==> src/servo_fault_pkg.sv <==
// Constants shared by the servo fault supervisor: register map, fault bits and codes.
// Assumes a 250 MHz system clock and a 32-bit APB register bus.
package servo_fault_pkg;

    // Clock and time base
    localparam int CLK_PERIOD_NS = 4;
    localparam int TICK_PERIOD_NS = 1000000;
    localparam int CYCLES_PER_TICK = TICK_PERIOD_NS / CLK_PERIOD_NS;

    // Register byte offsets
    localparam logic [7:0] OFS_CTRL = 8'h00;
    localparam logic [7:0] OFS_POS_DEV_LIMIT = 8'h04;
    localparam logic [7:0] OFS_MAX_PULSE_FREQ = 8'h08;
    localparam logic [7:0] OFS_CL_DEV_THRESH = 8'h0c;
    localparam logic [7:0] OFS_CAN_TIMEOUT = 8'h10;
    localparam logic [7:0] OFS_HOMING_TIMEOUT = 8'h14;
    localparam logic [7:0] OFS_FAULT_LATCH = 8'h18;
    localparam logic [7:0] OFS_FAULT_CODE = 8'h1c;
    localparam logic [7:0] OFS_IRQ_STATUS = 8'h20;
    localparam logic [7:0] OFS_IRQ_MASK = 8'h24;
    localparam logic [7:0] OFS_MULTI_TURN = 8'h28;

    // Control register fields
    localparam int CTRL_FAULT_RESET = 0;
    localparam int CTRL_CL_ENABLE = 1;
    localparam int CTRL_MT_MASK = 2;
    localparam int CTRL_FB_MODE_LO = 4;
    localparam int CTRL_OT_SEL_LO = 6;
    localparam int CTRL_WIDTH = 8;

    // Field values
    localparam logic [1:0] FB_MODE_EXTERNAL = 2'h1;
    localparam logic [1:0] FB_MODE_SWITCHING = 2'h2;
    localparam logic [1:0] OT_SEL_FAULT = 2'h0;
    localparam logic [31:0] MULTI_TURN_MAX = 32'h0000ffff;

    // Reset values
    localparam logic [CTRL_WIDTH-1:0] CTRL_RESET = 8'h10;
    localparam logic [31:0] POS_DEV_LIMIT_RESET = 32'h00010000;
    localparam logic [31:0] MAX_PULSE_FREQ_RESET = 32'h00000fa0;
    localparam logic [31:0] CL_DEV_THRESH_RESET = 32'h00010000;
    localparam logic [31:0] CAN_TIMEOUT_RESET = 32'h00000000;
    localparam logic [31:0] HOMING_TIMEOUT_RESET = 32'h00002710;

    // Fault bit positions
    localparam int NUM_FAULTS = 10;
    localparam int F_MULTI_TURN = 0;
    localparam int F_POS_DEV = 1;
    localparam int F_PULSE_FREQ = 2;
    localparam int F_CL_DEV = 3;
    localparam int F_CL_CONFIG = 4;
    localparam int F_CAN_LOST = 5;
    localparam int F_HOMING = 6;
    localparam int F_POS_LIMIT = 7;
    localparam int F_NEG_LIMIT = 8;
    localparam int F_EXT_FAULT = 9;

    // Fault codes, indexed by fault bit
    localparam logic [7:0] FAULT_CODES [NUM_FAULTS] = '{
        8'h1f, 8'h20, 8'h21, 8'h22, 8'h23, 8'h24, 8'h25, 8'h27, 8'h28, 8'h2b
    };

    // Pins passed through the synchroniser
    localparam int NUM_PINS = 4;
    localparam int PIN_PULSE = 0;
    localparam int PIN_POS_LIMIT = 1;
    localparam int PIN_NEG_LIMIT = 2;
    localparam int PIN_EXT_FAULT = 3;

endpackage

==> src/servo_fault_supervisor.sv <==
// Fault supervisor for a servo drive: watches motion quantities and pins, latches faults,
// reports them over APB and raises one level interrupt.
// Assumes same-clock inputs from the motion core and raw, asynchronous terminal pins.
//
// Local design decisions: the placing of the registers and the APB interface to the registers.
`timescale 1ns/1ns

module servo_fault_supervisor
    import servo_fault_pkg::*;
#(
    parameter int TICK_CYCLES = CYCLES_PER_TICK,
    parameter int DATA_W = 32
) (
    input wire logic clk,
    input wire logic sys_rst,
    // APB slave
    input wire logic psel,
    input wire logic penable,
    input wire logic pwrite,
    input wire logic [7:0] paddr,
    input wire logic [31:0] pwdata,
    output logic [31:0] prdata,
    output logic pready,
    output logic pslverr,
    // Motion core, same clock
    input wire logic [DATA_W-1:0] multi_turn_count_value,
    input wire logic [DATA_W-1:0] position_error,
    input wire logic [DATA_W-1:0] external_encoder_position,
    input wire logic [DATA_W-1:0] motor_encoder_position,
    input wire logic internal_command_source,
    input wire logic motion_active,
    input wire logic can_frame_received,
    input wire logic homing_enable,
    input wire logic home_found,
    // Terminal pins, asynchronous
    input wire logic command_pulse_pin,
    input wire logic positive_limit_pin,
    input wire logic negative_limit_pin,
    input wire logic external_fault_pin,
    // Status
    output logic fault_active,
    output logic [7:0] fault_code,
    output logic irq
);

    // Register file
    logic [CTRL_WIDTH-1:0] ctrl_ff;
    logic [31:0] position_deviation_limit_ff;
    logic [31:0] max_pulse_frequency_ff;
    logic [31:0] closed_loop_deviation_threshold_ff;
    logic [31:0] can_disconnect_timeout_ff;
    logic [31:0] homing_timeout_ff;
    logic [NUM_FAULTS-1:0] irq_mask_ff;
    logic [NUM_FAULTS-1:0] irq_status_ff;
    logic [NUM_FAULTS-1:0] fault_latch_ff;
    logic fault_reset_ff;

    logic [1:0] closed_loop_feedback_mode;
    logic [1:0] overtravel_handling_select;
    assign closed_loop_feedback_mode = ctrl_ff[CTRL_FB_MODE_LO +: 2];
    assign overtravel_handling_select = ctrl_ff[CTRL_OT_SEL_LO +: 2];

    // APB decode: zero wait states
    logic wr_en;
    logic rd_en;
    logic addr_hit;
    assign wr_en = psel && penable && pwrite;
    assign rd_en = psel && penable && !pwrite;
    assign pready = 1'b1;

    always_comb begin
        addr_hit = 1'b1;
        unique case (paddr)
            OFS_CTRL, OFS_POS_DEV_LIMIT, OFS_MAX_PULSE_FREQ, OFS_CL_DEV_THRESH,
            OFS_CAN_TIMEOUT, OFS_HOMING_TIMEOUT, OFS_FAULT_LATCH, OFS_FAULT_CODE,
            OFS_IRQ_STATUS, OFS_IRQ_MASK, OFS_MULTI_TURN: addr_hit = 1'b1;
            default: addr_hit = 1'b0;
        endcase
    end
    assign pslverr = psel && penable && !addr_hit;

    always_ff @(posedge clk) begin
        if (sys_rst) begin
            ctrl_ff <= CTRL_RESET;
            position_deviation_limit_ff <= POS_DEV_LIMIT_RESET;
            max_pulse_frequency_ff <= MAX_PULSE_FREQ_RESET;
            closed_loop_deviation_threshold_ff <= CL_DEV_THRESH_RESET;
            can_disconnect_timeout_ff <= CAN_TIMEOUT_RESET;
            homing_timeout_ff <= HOMING_TIMEOUT_RESET;
            irq_mask_ff <= '0;
        end else if (wr_en) begin
            unique case (paddr)
                OFS_CTRL: ctrl_ff <= pwdata[CTRL_WIDTH-1:0] & ~CTRL_WIDTH'(1 << CTRL_FAULT_RESET);
                OFS_POS_DEV_LIMIT: position_deviation_limit_ff <= pwdata;
                OFS_MAX_PULSE_FREQ: max_pulse_frequency_ff <= pwdata;
                OFS_CL_DEV_THRESH: closed_loop_deviation_threshold_ff <= pwdata;
                OFS_CAN_TIMEOUT: can_disconnect_timeout_ff <= pwdata;
                OFS_HOMING_TIMEOUT: homing_timeout_ff <= pwdata;
                OFS_IRQ_MASK: irq_mask_ff <= pwdata[NUM_FAULTS-1:0];
                default: ;
            endcase
        end
    end

    // Fault reset request, one-cycle pulse
    always_ff @(posedge clk) begin
        if (sys_rst) begin
            fault_reset_ff <= 1'b0;
        end else begin
            fault_reset_ff <= wr_en && paddr == OFS_CTRL && pwdata[CTRL_FAULT_RESET];
        end
    end

    // Pin synchronisers
    logic [NUM_PINS-1:0] pin_raw;
    logic [NUM_PINS-1:0] pin_meta_ff;
    logic [NUM_PINS-1:0] pin_sync_ff;
    assign pin_raw = {external_fault_pin, negative_limit_pin, positive_limit_pin,
        command_pulse_pin};

    genvar gi;
    generate
        for (gi = 0; gi < NUM_PINS; gi++) begin : g_sync
            always_ff @(posedge clk) begin
                if (sys_rst) begin
                    pin_meta_ff[gi] <= 1'b0;
                    pin_sync_ff[gi] <= 1'b0;
                end else begin
                    pin_meta_ff[gi] <= pin_raw[gi];
                    pin_sync_ff[gi] <= pin_meta_ff[gi];
                end
            end
        end
    endgenerate

    // Millisecond tick
    logic [31:0] tick_cnt_ff;
    logic tick;
    assign tick = tick_cnt_ff == 32'(TICK_CYCLES - 1);

    always_ff @(posedge clk) begin
        if (sys_rst || tick) begin
            tick_cnt_ff <= '0;
        end else begin
            tick_cnt_ff <= tick_cnt_ff + 32'h1;
        end
    end

    // Command pulse rate: rising edges counted per tick window
    logic pulse_prev_ff;
    logic [31:0] pulse_cnt_ff;
    logic pulse_edge;
    logic pulse_over_ff;
    assign pulse_edge = pin_sync_ff[PIN_PULSE] && !pulse_prev_ff;

    always_ff @(posedge clk) begin
        if (sys_rst) begin
            pulse_prev_ff <= 1'b0;
        end else begin
            pulse_prev_ff <= pin_sync_ff[PIN_PULSE];
        end
    end

    // Saturates so a runaway pin cannot wrap below the limit
    always_ff @(posedge clk) begin
        if (sys_rst || tick) begin
            pulse_cnt_ff <= '0;
        end else if (pulse_edge && pulse_cnt_ff != 32'hffffffff) begin
            pulse_cnt_ff <= pulse_cnt_ff + 32'h1;
        end
    end

    always_ff @(posedge clk) begin
        if (sys_rst) begin
            pulse_over_ff <= 1'b0;
        end else begin
            pulse_over_ff <= pulse_cnt_ff > max_pulse_frequency_ff;
        end
    end

    // Magnitudes of the two deviations
    // Both signed inputs, compared as unsigned magnitudes
    logic [DATA_W-1:0] pos_err_abs;
    logic [DATA_W-1:0] enc_diff;
    logic [DATA_W-1:0] enc_diff_abs;
    assign pos_err_abs = position_error[DATA_W-1] ? DATA_W'(-position_error) : position_error;
    assign enc_diff = external_encoder_position - motor_encoder_position;
    assign enc_diff_abs = enc_diff[DATA_W-1] ? DATA_W'(-enc_diff) : enc_diff;

    // Silence counter saturates, so a long outage never wraps to zero
    // CAN silence timer
    logic [31:0] can_quiet_ff;
    always_ff @(posedge clk) begin
        if (sys_rst || can_frame_received) begin
            can_quiet_ff <= '0;
        end else if (tick && can_quiet_ff != 32'hffffffff) begin
            can_quiet_ff <= can_quiet_ff + 32'h1;
        end
    end

    logic [31:0] homing_cnt_ff;
    always_ff @(posedge clk) begin
        if (sys_rst || !homing_enable || home_found) begin
            homing_cnt_ff <= '0;
        end else if (tick && homing_cnt_ff != 32'hffffffff) begin
            homing_cnt_ff <= homing_cnt_ff + 32'h1;
        end
    end

    // Fault causes
    logic [NUM_FAULTS-1:0] cause;
    logic overtravel_faults;
    assign overtravel_faults = overtravel_handling_select == OT_SEL_FAULT && motion_active;

    always_comb begin
        cause = '0;
        cause[F_MULTI_TURN] = DATA_W'(multi_turn_count_value) > MULTI_TURN_MAX
            && !ctrl_ff[CTRL_MT_MASK];
        cause[F_POS_DEV] = pos_err_abs > position_deviation_limit_ff;
        cause[F_PULSE_FREQ] = pulse_over_ff;
        cause[F_CL_DEV] = ctrl_ff[CTRL_CL_ENABLE]
            && enc_diff_abs > closed_loop_deviation_threshold_ff;
        cause[F_CL_CONFIG] = ctrl_ff[CTRL_CL_ENABLE] && internal_command_source
            && (closed_loop_feedback_mode == FB_MODE_SWITCHING
            || closed_loop_feedback_mode != FB_MODE_EXTERNAL);
        cause[F_CAN_LOST] = can_disconnect_timeout_ff != '0
            && can_quiet_ff > can_disconnect_timeout_ff;
        cause[F_HOMING] = homing_enable && !home_found
            && homing_cnt_ff > homing_timeout_ff;
        cause[F_POS_LIMIT] = overtravel_faults && pin_sync_ff[PIN_POS_LIMIT];
        cause[F_NEG_LIMIT] = overtravel_faults && pin_sync_ff[PIN_NEG_LIMIT];
        cause[F_EXT_FAULT] = pin_sync_ff[PIN_EXT_FAULT];
    end

    // latch until reset with cause gone
    logic [NUM_FAULTS-1:0] nxt_fault_latch;
    logic [NUM_FAULTS-1:0] new_fault;
    assign new_fault = cause & ~fault_latch_ff;
    assign nxt_fault_latch = fault_reset_ff ? cause : (fault_latch_ff | cause);

    always_ff @(posedge clk) begin
        if (sys_rst) begin
            fault_latch_ff <= '0;
        end else begin
            fault_latch_ff <= nxt_fault_latch;
        end
    end

    // Interrupt status: read clears, a new fault wins over the clear
    logic irq_status_read;
    assign irq_status_read = rd_en && paddr == OFS_IRQ_STATUS;

    always_ff @(posedge clk) begin
        if (sys_rst) begin
            irq_status_ff <= '0;
        end else if (irq_status_read) begin
            irq_status_ff <= new_fault;
        end else begin
            irq_status_ff <= irq_status_ff | new_fault;
        end
    end

    always_ff @(posedge clk) begin
        if (sys_rst) begin
            irq <= 1'b0;
        end else begin
            irq <= |(irq_status_ff & irq_mask_ff);
        end
    end

    // Lowest-numbered latched fault is reported
    logic [7:0] nxt_fault_code;
    always_comb begin
        nxt_fault_code = 8'h00;
        for (int i = NUM_FAULTS - 1; i >= 0; i--) begin
            if (fault_latch_ff[i]) begin
                nxt_fault_code = FAULT_CODES[i];
            end
        end
    end

    always_ff @(posedge clk) begin
        if (sys_rst) begin
            fault_code <= 8'h00;
            fault_active <= 1'b0;
        end else begin
            fault_code <= nxt_fault_code;
            fault_active <= |fault_latch_ff;
        end
    end

    // APB read data
    logic [31:0] rd_mux;
    always_comb begin
        rd_mux = '0;
        unique case (paddr)
            OFS_CTRL: rd_mux = 32'(ctrl_ff);
            OFS_POS_DEV_LIMIT: rd_mux = position_deviation_limit_ff;
            OFS_MAX_PULSE_FREQ: rd_mux = max_pulse_frequency_ff;
            OFS_CL_DEV_THRESH: rd_mux = closed_loop_deviation_threshold_ff;
            OFS_CAN_TIMEOUT: rd_mux = can_disconnect_timeout_ff;
            OFS_HOMING_TIMEOUT: rd_mux = homing_timeout_ff;
            OFS_FAULT_LATCH: rd_mux = 32'(fault_latch_ff);
            OFS_FAULT_CODE: rd_mux = 32'(fault_code);
            OFS_IRQ_STATUS: rd_mux = 32'(irq_status_ff);
            OFS_IRQ_MASK: rd_mux = 32'(irq_mask_ff);
            OFS_MULTI_TURN: rd_mux = 32'(multi_turn_count_value);
            default: rd_mux = '0;
        endcase
    end

    // Read data is combinational from registers, valid in the access phase
    assign prdata = rd_en ? rd_mux : 32'h0;

endmodule

==> config.mk <==
export PLATFORM = sky130hd
export DESIGN_NAME = servo_fault_supervisor
export DESIGN_NICKNAME = d
export VERILOG_FILES = /design/src/servo_fault_pkg.sv /design/src/servo_fault_supervisor.sv
export SDC_FILE = /design/constraint.sdc
export NUM_CORES = 1
export LEC_CHECK = 0
export BUFFER_PORTS_ARGS = -buffer_cell sky130_fd_sc_hd__buf_2
export CORE_ASPECT_RATIO = 0.9
export CORE_MARGIN = 4
export CORE_UTILIZATION = 45
export CTS_CLUSTER_SIZE = 24
export DETAILED_ROUTE_END_ITERATION = 16
export GPL_TIMING_DRIVEN = 0
export PLACE_DENSITY_LB_ADDON = 0.2
export SLEW_MARGIN = 20
export SYNTH_ARGS = -nofsm -noshare
export SYNTH_HDL_FRONTEND = slang
export SYNTH_SLANG_ARGS = --single-unit
==> constraint.sdc <==
create_clock -name clk -period 10.6 [get_ports clk]
set_input_delay 2.12 -clock clk [delete_from_list [all_inputs] [get_ports clk]]
set_output_delay 2.12 -clock clk [all_outputs]
set_load 0.02 [all_outputs]
==> flow_summary.yaml <==
route:
  wl_per_cell_um: 21.38
  via_per_inst: 5.846
  route.antenna.remaining_nets: 0
  firstDrtPassIters: 6
  route.vias.total: 22330
  initialDrtViolationCount: 2032
  drc: 0
  totalWireLength_mm: 81.69
logic_synthesis:
  synth_warnings: 0
  number_of_different_library_cells_in_the_post_synthesis_netlist: 78
  synth.cell_area_mm2: 0.02198
  synth_top_cell_area_share: 0.3134
  synth.area.top_cells: "sky130_fd_sc_hd__dfxtp_1, sky130_fd_sc_hd__ha_1, sky130_fd_sc_hd__nand2_1"
  synthMostInstantiatedCell: "sky130_fd_sc_hd__nand2_1"
  synth_enable_flop_cells: 0
  synth.avg_cell_area_um2: 7.591
  ys_async_sr_fraction: 0
  synth.yosys.seq_area_share: 0.3134
  synth_largest_area_cell: "sky130_fd_sc_hd__dfxtp_1"
  synth.cells.most_frequent: "sky130_fd_sc_hd__nand2_1, sky130_fd_sc_hd__dfxtp_1, sky130_fd_sc_hd__a21oi_1"
  netlist_instances: 2895
  ys_seq_elements: 344
  postSynth.topFlopCell: "sky130_fd_sc_hd__dfxtp_1"
layout:
  layout.filler_cells: 4636
  layout_cell_share_with_drive_strength_beyond_1: 0.1012
  area_growth_pct: 15.26
  final_nets: 3541
floorplanning:
  die_w_um: 241.0
  dieArea_mm2: 0.05244
  floorplan.initialDensity: 0.4568
  die_height_um: 217.7
  site_row_count: 76
  fp.coreArea_mm2: 0.04812
  design.portCount: 226
grt:
  number_of_global_route_vias_before_repair: 21400
  grt_start_max_net_pins: 15
  number_of_antenna_violations_at_the_first_check_in_global_routing: 11
  grt_first_pass_wirelength_mm: 123.8
  grt.total_usage: 0.3016
  globalRoute.totalOverflow: 0
cts:
  clock_tree_from_tritoncts: "built"
  cts.htree.levels: 2
  numCtsBuffers: 40
  worst_skew_pair.late_latency_ns: 0.57
  cts_max_path_buffers: 3
  tritoncts_num_sinks: 344
  cts.reportedPaths.clkPinSlew_ns: 0.06
  cts_hold_repair.buffers: 0
  clock_root_buffer: "sky130_fd_sc_hd__clkbuf_16"
  post_cts_buffers: 0
  cts_resized: 0
timing:
  totalNegativeSetupSlack_ns: 0
  min_period_ns: 7.613
  hold_violations: 0
  setup-violations-final: 0
  timing_max_transition_violations_final: 0
  slew_headroom: 0.3536
  clock.fmax_ghz: 0.1314
  fin_worst_skew_ns: 0.01867
  post-route-period-util: 0.7182
  worstMarginPinSlew_ns: 0.9697
  unrepaired_setup_endpoints_after_global_routing: "false"
power_and_ir_drop:
  total_power_w: 0.003372
  lkg_pwr_nw: 9.583
  vdd.ir_drop.worst_mv: 0.08735
  pwr_density_cell_mw_per_mm2: 133.1
job:
  timing.max_cap.violations: 0
critical_path:
  cp.required_ns: 11.01
  ff2ff_setup_slack_ns: 6.49
  r2r.worst_path.cells: 12
  critical_path_peak_fanout: 10
  worst-endpoint-arrival_ns: 8.02
  worst_setup_path_start_kind: "input pin"
  timing.setup.critical_path_class: "input pin to flip-flop"
  timing.critical_path.to_type: "flip-flop"
place:
  gp_routability_congestion: 1.012
  place.detailed.hpwl_mm: 65.86
  buffer_ports.inserted: 222
outcome:
  outcome: "finished clean"
worst_hold_path:
  worstHoldPathCells: 1
  hold_path.class: "flip-flop to flip-flop"
[registers in the layout, indices dropped and copies added, names as in the netlist, 3 cells and up]
register / flops
can_disconnect_timeout_ff: 32
can_quiet_ff: 32
closed_loop_deviation_threshold_ff: 32
homing_cnt_ff: 32
homing_timeout_ff: 32
max_pulse_frequency_ff: 32
position_deviation_limit_ff: 32
pulse_cnt_ff: 32
tick_cnt_ff: 32
fault_latch_ff: 10
irq_mask_ff: 10
irq_status_ff: 10
ctrl_ff: 7
fault_code: 6
pin_meta_ff: 4
pin_sync_ff: 3
[layer usage]
metal / routed length, um / track usage / up-vias
met2: 36330 / 0.4847 / 947
li1: - / - / 10660
met1: 35710 / 0.4098 / 10550
met5: 51 / 0 / -
met4: 3016 / 0.1048 / 10
met3: 6578 / 0.05273 / 166
[critical path, stage by stage]
cell	delay (ns)
sky130_fd_sc_hd__buf_2	0.07
sky130_fd_sc_hd__inv_1	0.03
sky130_fd_sc_hd__ha_1	0.26
sky130_fd_sc_hd__clkbuf_1	0.26
sky130_fd_sc_hd__and3_1	0.21
sky130_fd_sc_hd__clkbuf_1	0.21
sky130_fd_sc_hd__nand2_1	0.11
sky130_fd_sc_hd__a21o_1	0.23
sky130_fd_sc_hd__o211ai_1	0.34
sky130_fd_sc_hd__o21ai_0	0.23
sky130_fd_sc_hd__o21ai_0	0.19
sky130_fd_sc_hd__a21o_1	0.19
sky130_fd_sc_hd__xor2_1	0.71
sky130_fd_sc_hd__clkbuf_1	0.50
sky130_fd_sc_hd__nor2_1	0.11
sky130_fd_sc_hd__xnor2_1	0.15
sky130_fd_sc_hd__ha_1	0.29
sky130_fd_sc_hd__o21a_1	0.11
sky130_fd_sc_hd__o21ai_0	0.14
sky130_fd_sc_hd__nand2b_1	0.07
sky130_fd_sc_hd__a21oi_1	0.14
sky130_fd_sc_hd__nor2b_1	0.05
sky130_fd_sc_hd__o21ai_0	0.26
sky130_fd_sc_hd__nand3_1	0.19
sky130_fd_sc_hd__a221oi_1	0.64
sky130_fd_sc_hd__o21ai_0	0.19
[stage by stage]
step                cell area, um2  hold WS, ns  setup slack (ns)  instances  utilization
detailed placement           23890       0.4273             2.344       3743       0.4966
global placement             23870       0.4167             2.433       3742       0.4962
floorplan                    21980       0.4138             4.009       2896            -
finish                       25330       0.4326             2.987       3820       0.5264
global route                 25330       0.4589             2.608       3818       0.5263
CTS                          25320       0.4377             2.944       3816       0.5262
[path summary, 6_finish.rpt]
path,from,endpoint
setup / recovery,motor_encoder_position[6],fault_latch_ff[3]
setup reg to reg,tick_cnt_ff[0],homing_cnt_ff[21]
hold reg to reg,pin_meta_ff[1],pin_sync_ff[1]
hold / removal,pin_meta_ff[1],pin_sync_ff[1]
[logic make-up after synthesis]
family	synth area share
mux	0.002790
compound gates	0.2039
flops	0.3134
xor+xnor	0.06974
buf+inv	0.06205
fa+ha+maj	0.1131
simple gates	0.2347
other cells	0.0003417
[cell type report]
class	count	area, um2	share of cell area
multi-input cells	2196	13740	0.5426
flip-flops and latches	344	6887	0.2719
clock buffers	52	1137	0.04490
repair buffers	223	1119	0.04416
inverters	222	833.3	0.03290
well taps	624	780.7	0.03082
plain buffers	134	530.5	0.02094
clock inverters	21	289.0	0.01141
diodes	4	10.01	0.0003952
[power breakdown]
group / internal (W) / total, W / switching [W] / leakage, nW
clock: 0.000909 / 0.00150 / 0.000587 / 0.695
combinational: 0.000229 / 0.000567 / 0.000338 / 6.11
sequential: 0.00130 / 0.00131 / 0.00000856 / 2.78
[placed cells by master, fill, tap and decap left out, types with 11 or more instances in the layout]
| cell type | n |
|---|---|
| sky130_fd_sc_hd__nand4_1 | 63 |
| sky130_fd_sc_hd__a211oi_1 | 15 |
| sky130_fd_sc_hd__o21a_1 | 17 |
| sky130_fd_sc_hd__nor2_1 | 219 |
| sky130_fd_sc_hd__o31ai_1 | 16 |
| sky130_fd_sc_hd__buf_2 | 223 |
| sky130_fd_sc_hd__or2_2 | 11 |
| sky130_fd_sc_hd__nand2_1 | 482 |
| sky130_fd_sc_hd__nor3_1 | 24 |
| sky130_fd_sc_hd__ha_1 | 197 |
| sky130_fd_sc_hd__a22oi_1 | 74 |
| sky130_fd_sc_hd__a21o_1 | 45 |
| sky130_fd_sc_hd__a21oi_1 | 293 |
| sky130_fd_sc_hd__clkbuf_1 | 131 |
| sky130_fd_sc_hd__nand3b_1 | 22 |
| sky130_fd_sc_hd__o21ai_0 | 97 |
| sky130_fd_sc_hd__nand3_1 | 71 |
| sky130_fd_sc_hd__nor2b_1 | 37 |
| sky130_fd_sc_hd__inv_1 | 221 |
| sky130_fd_sc_hd__clkbuf_16 | 41 |
| sky130_fd_sc_hd__and3_1 | 29 |
| sky130_fd_sc_hd__or3_1 | 36 |
| sky130_fd_sc_hd__xor2_1 | 76 |
| sky130_fd_sc_hd__nor4_1 | 34 |
| sky130_fd_sc_hd__nand2b_1 | 29 |
| sky130_fd_sc_hd__a221oi_1 | 20 |
| sky130_fd_sc_hd__xnor2_1 | 99 |
| sky130_fd_sc_hd__a31oi_1 | 41 |
| sky130_fd_sc_hd__a22o_1 | 18 |
| sky130_fd_sc_hd__dfxtp_1 | 344 |
No activity file was read; power rests on OpenSTA's default activity.
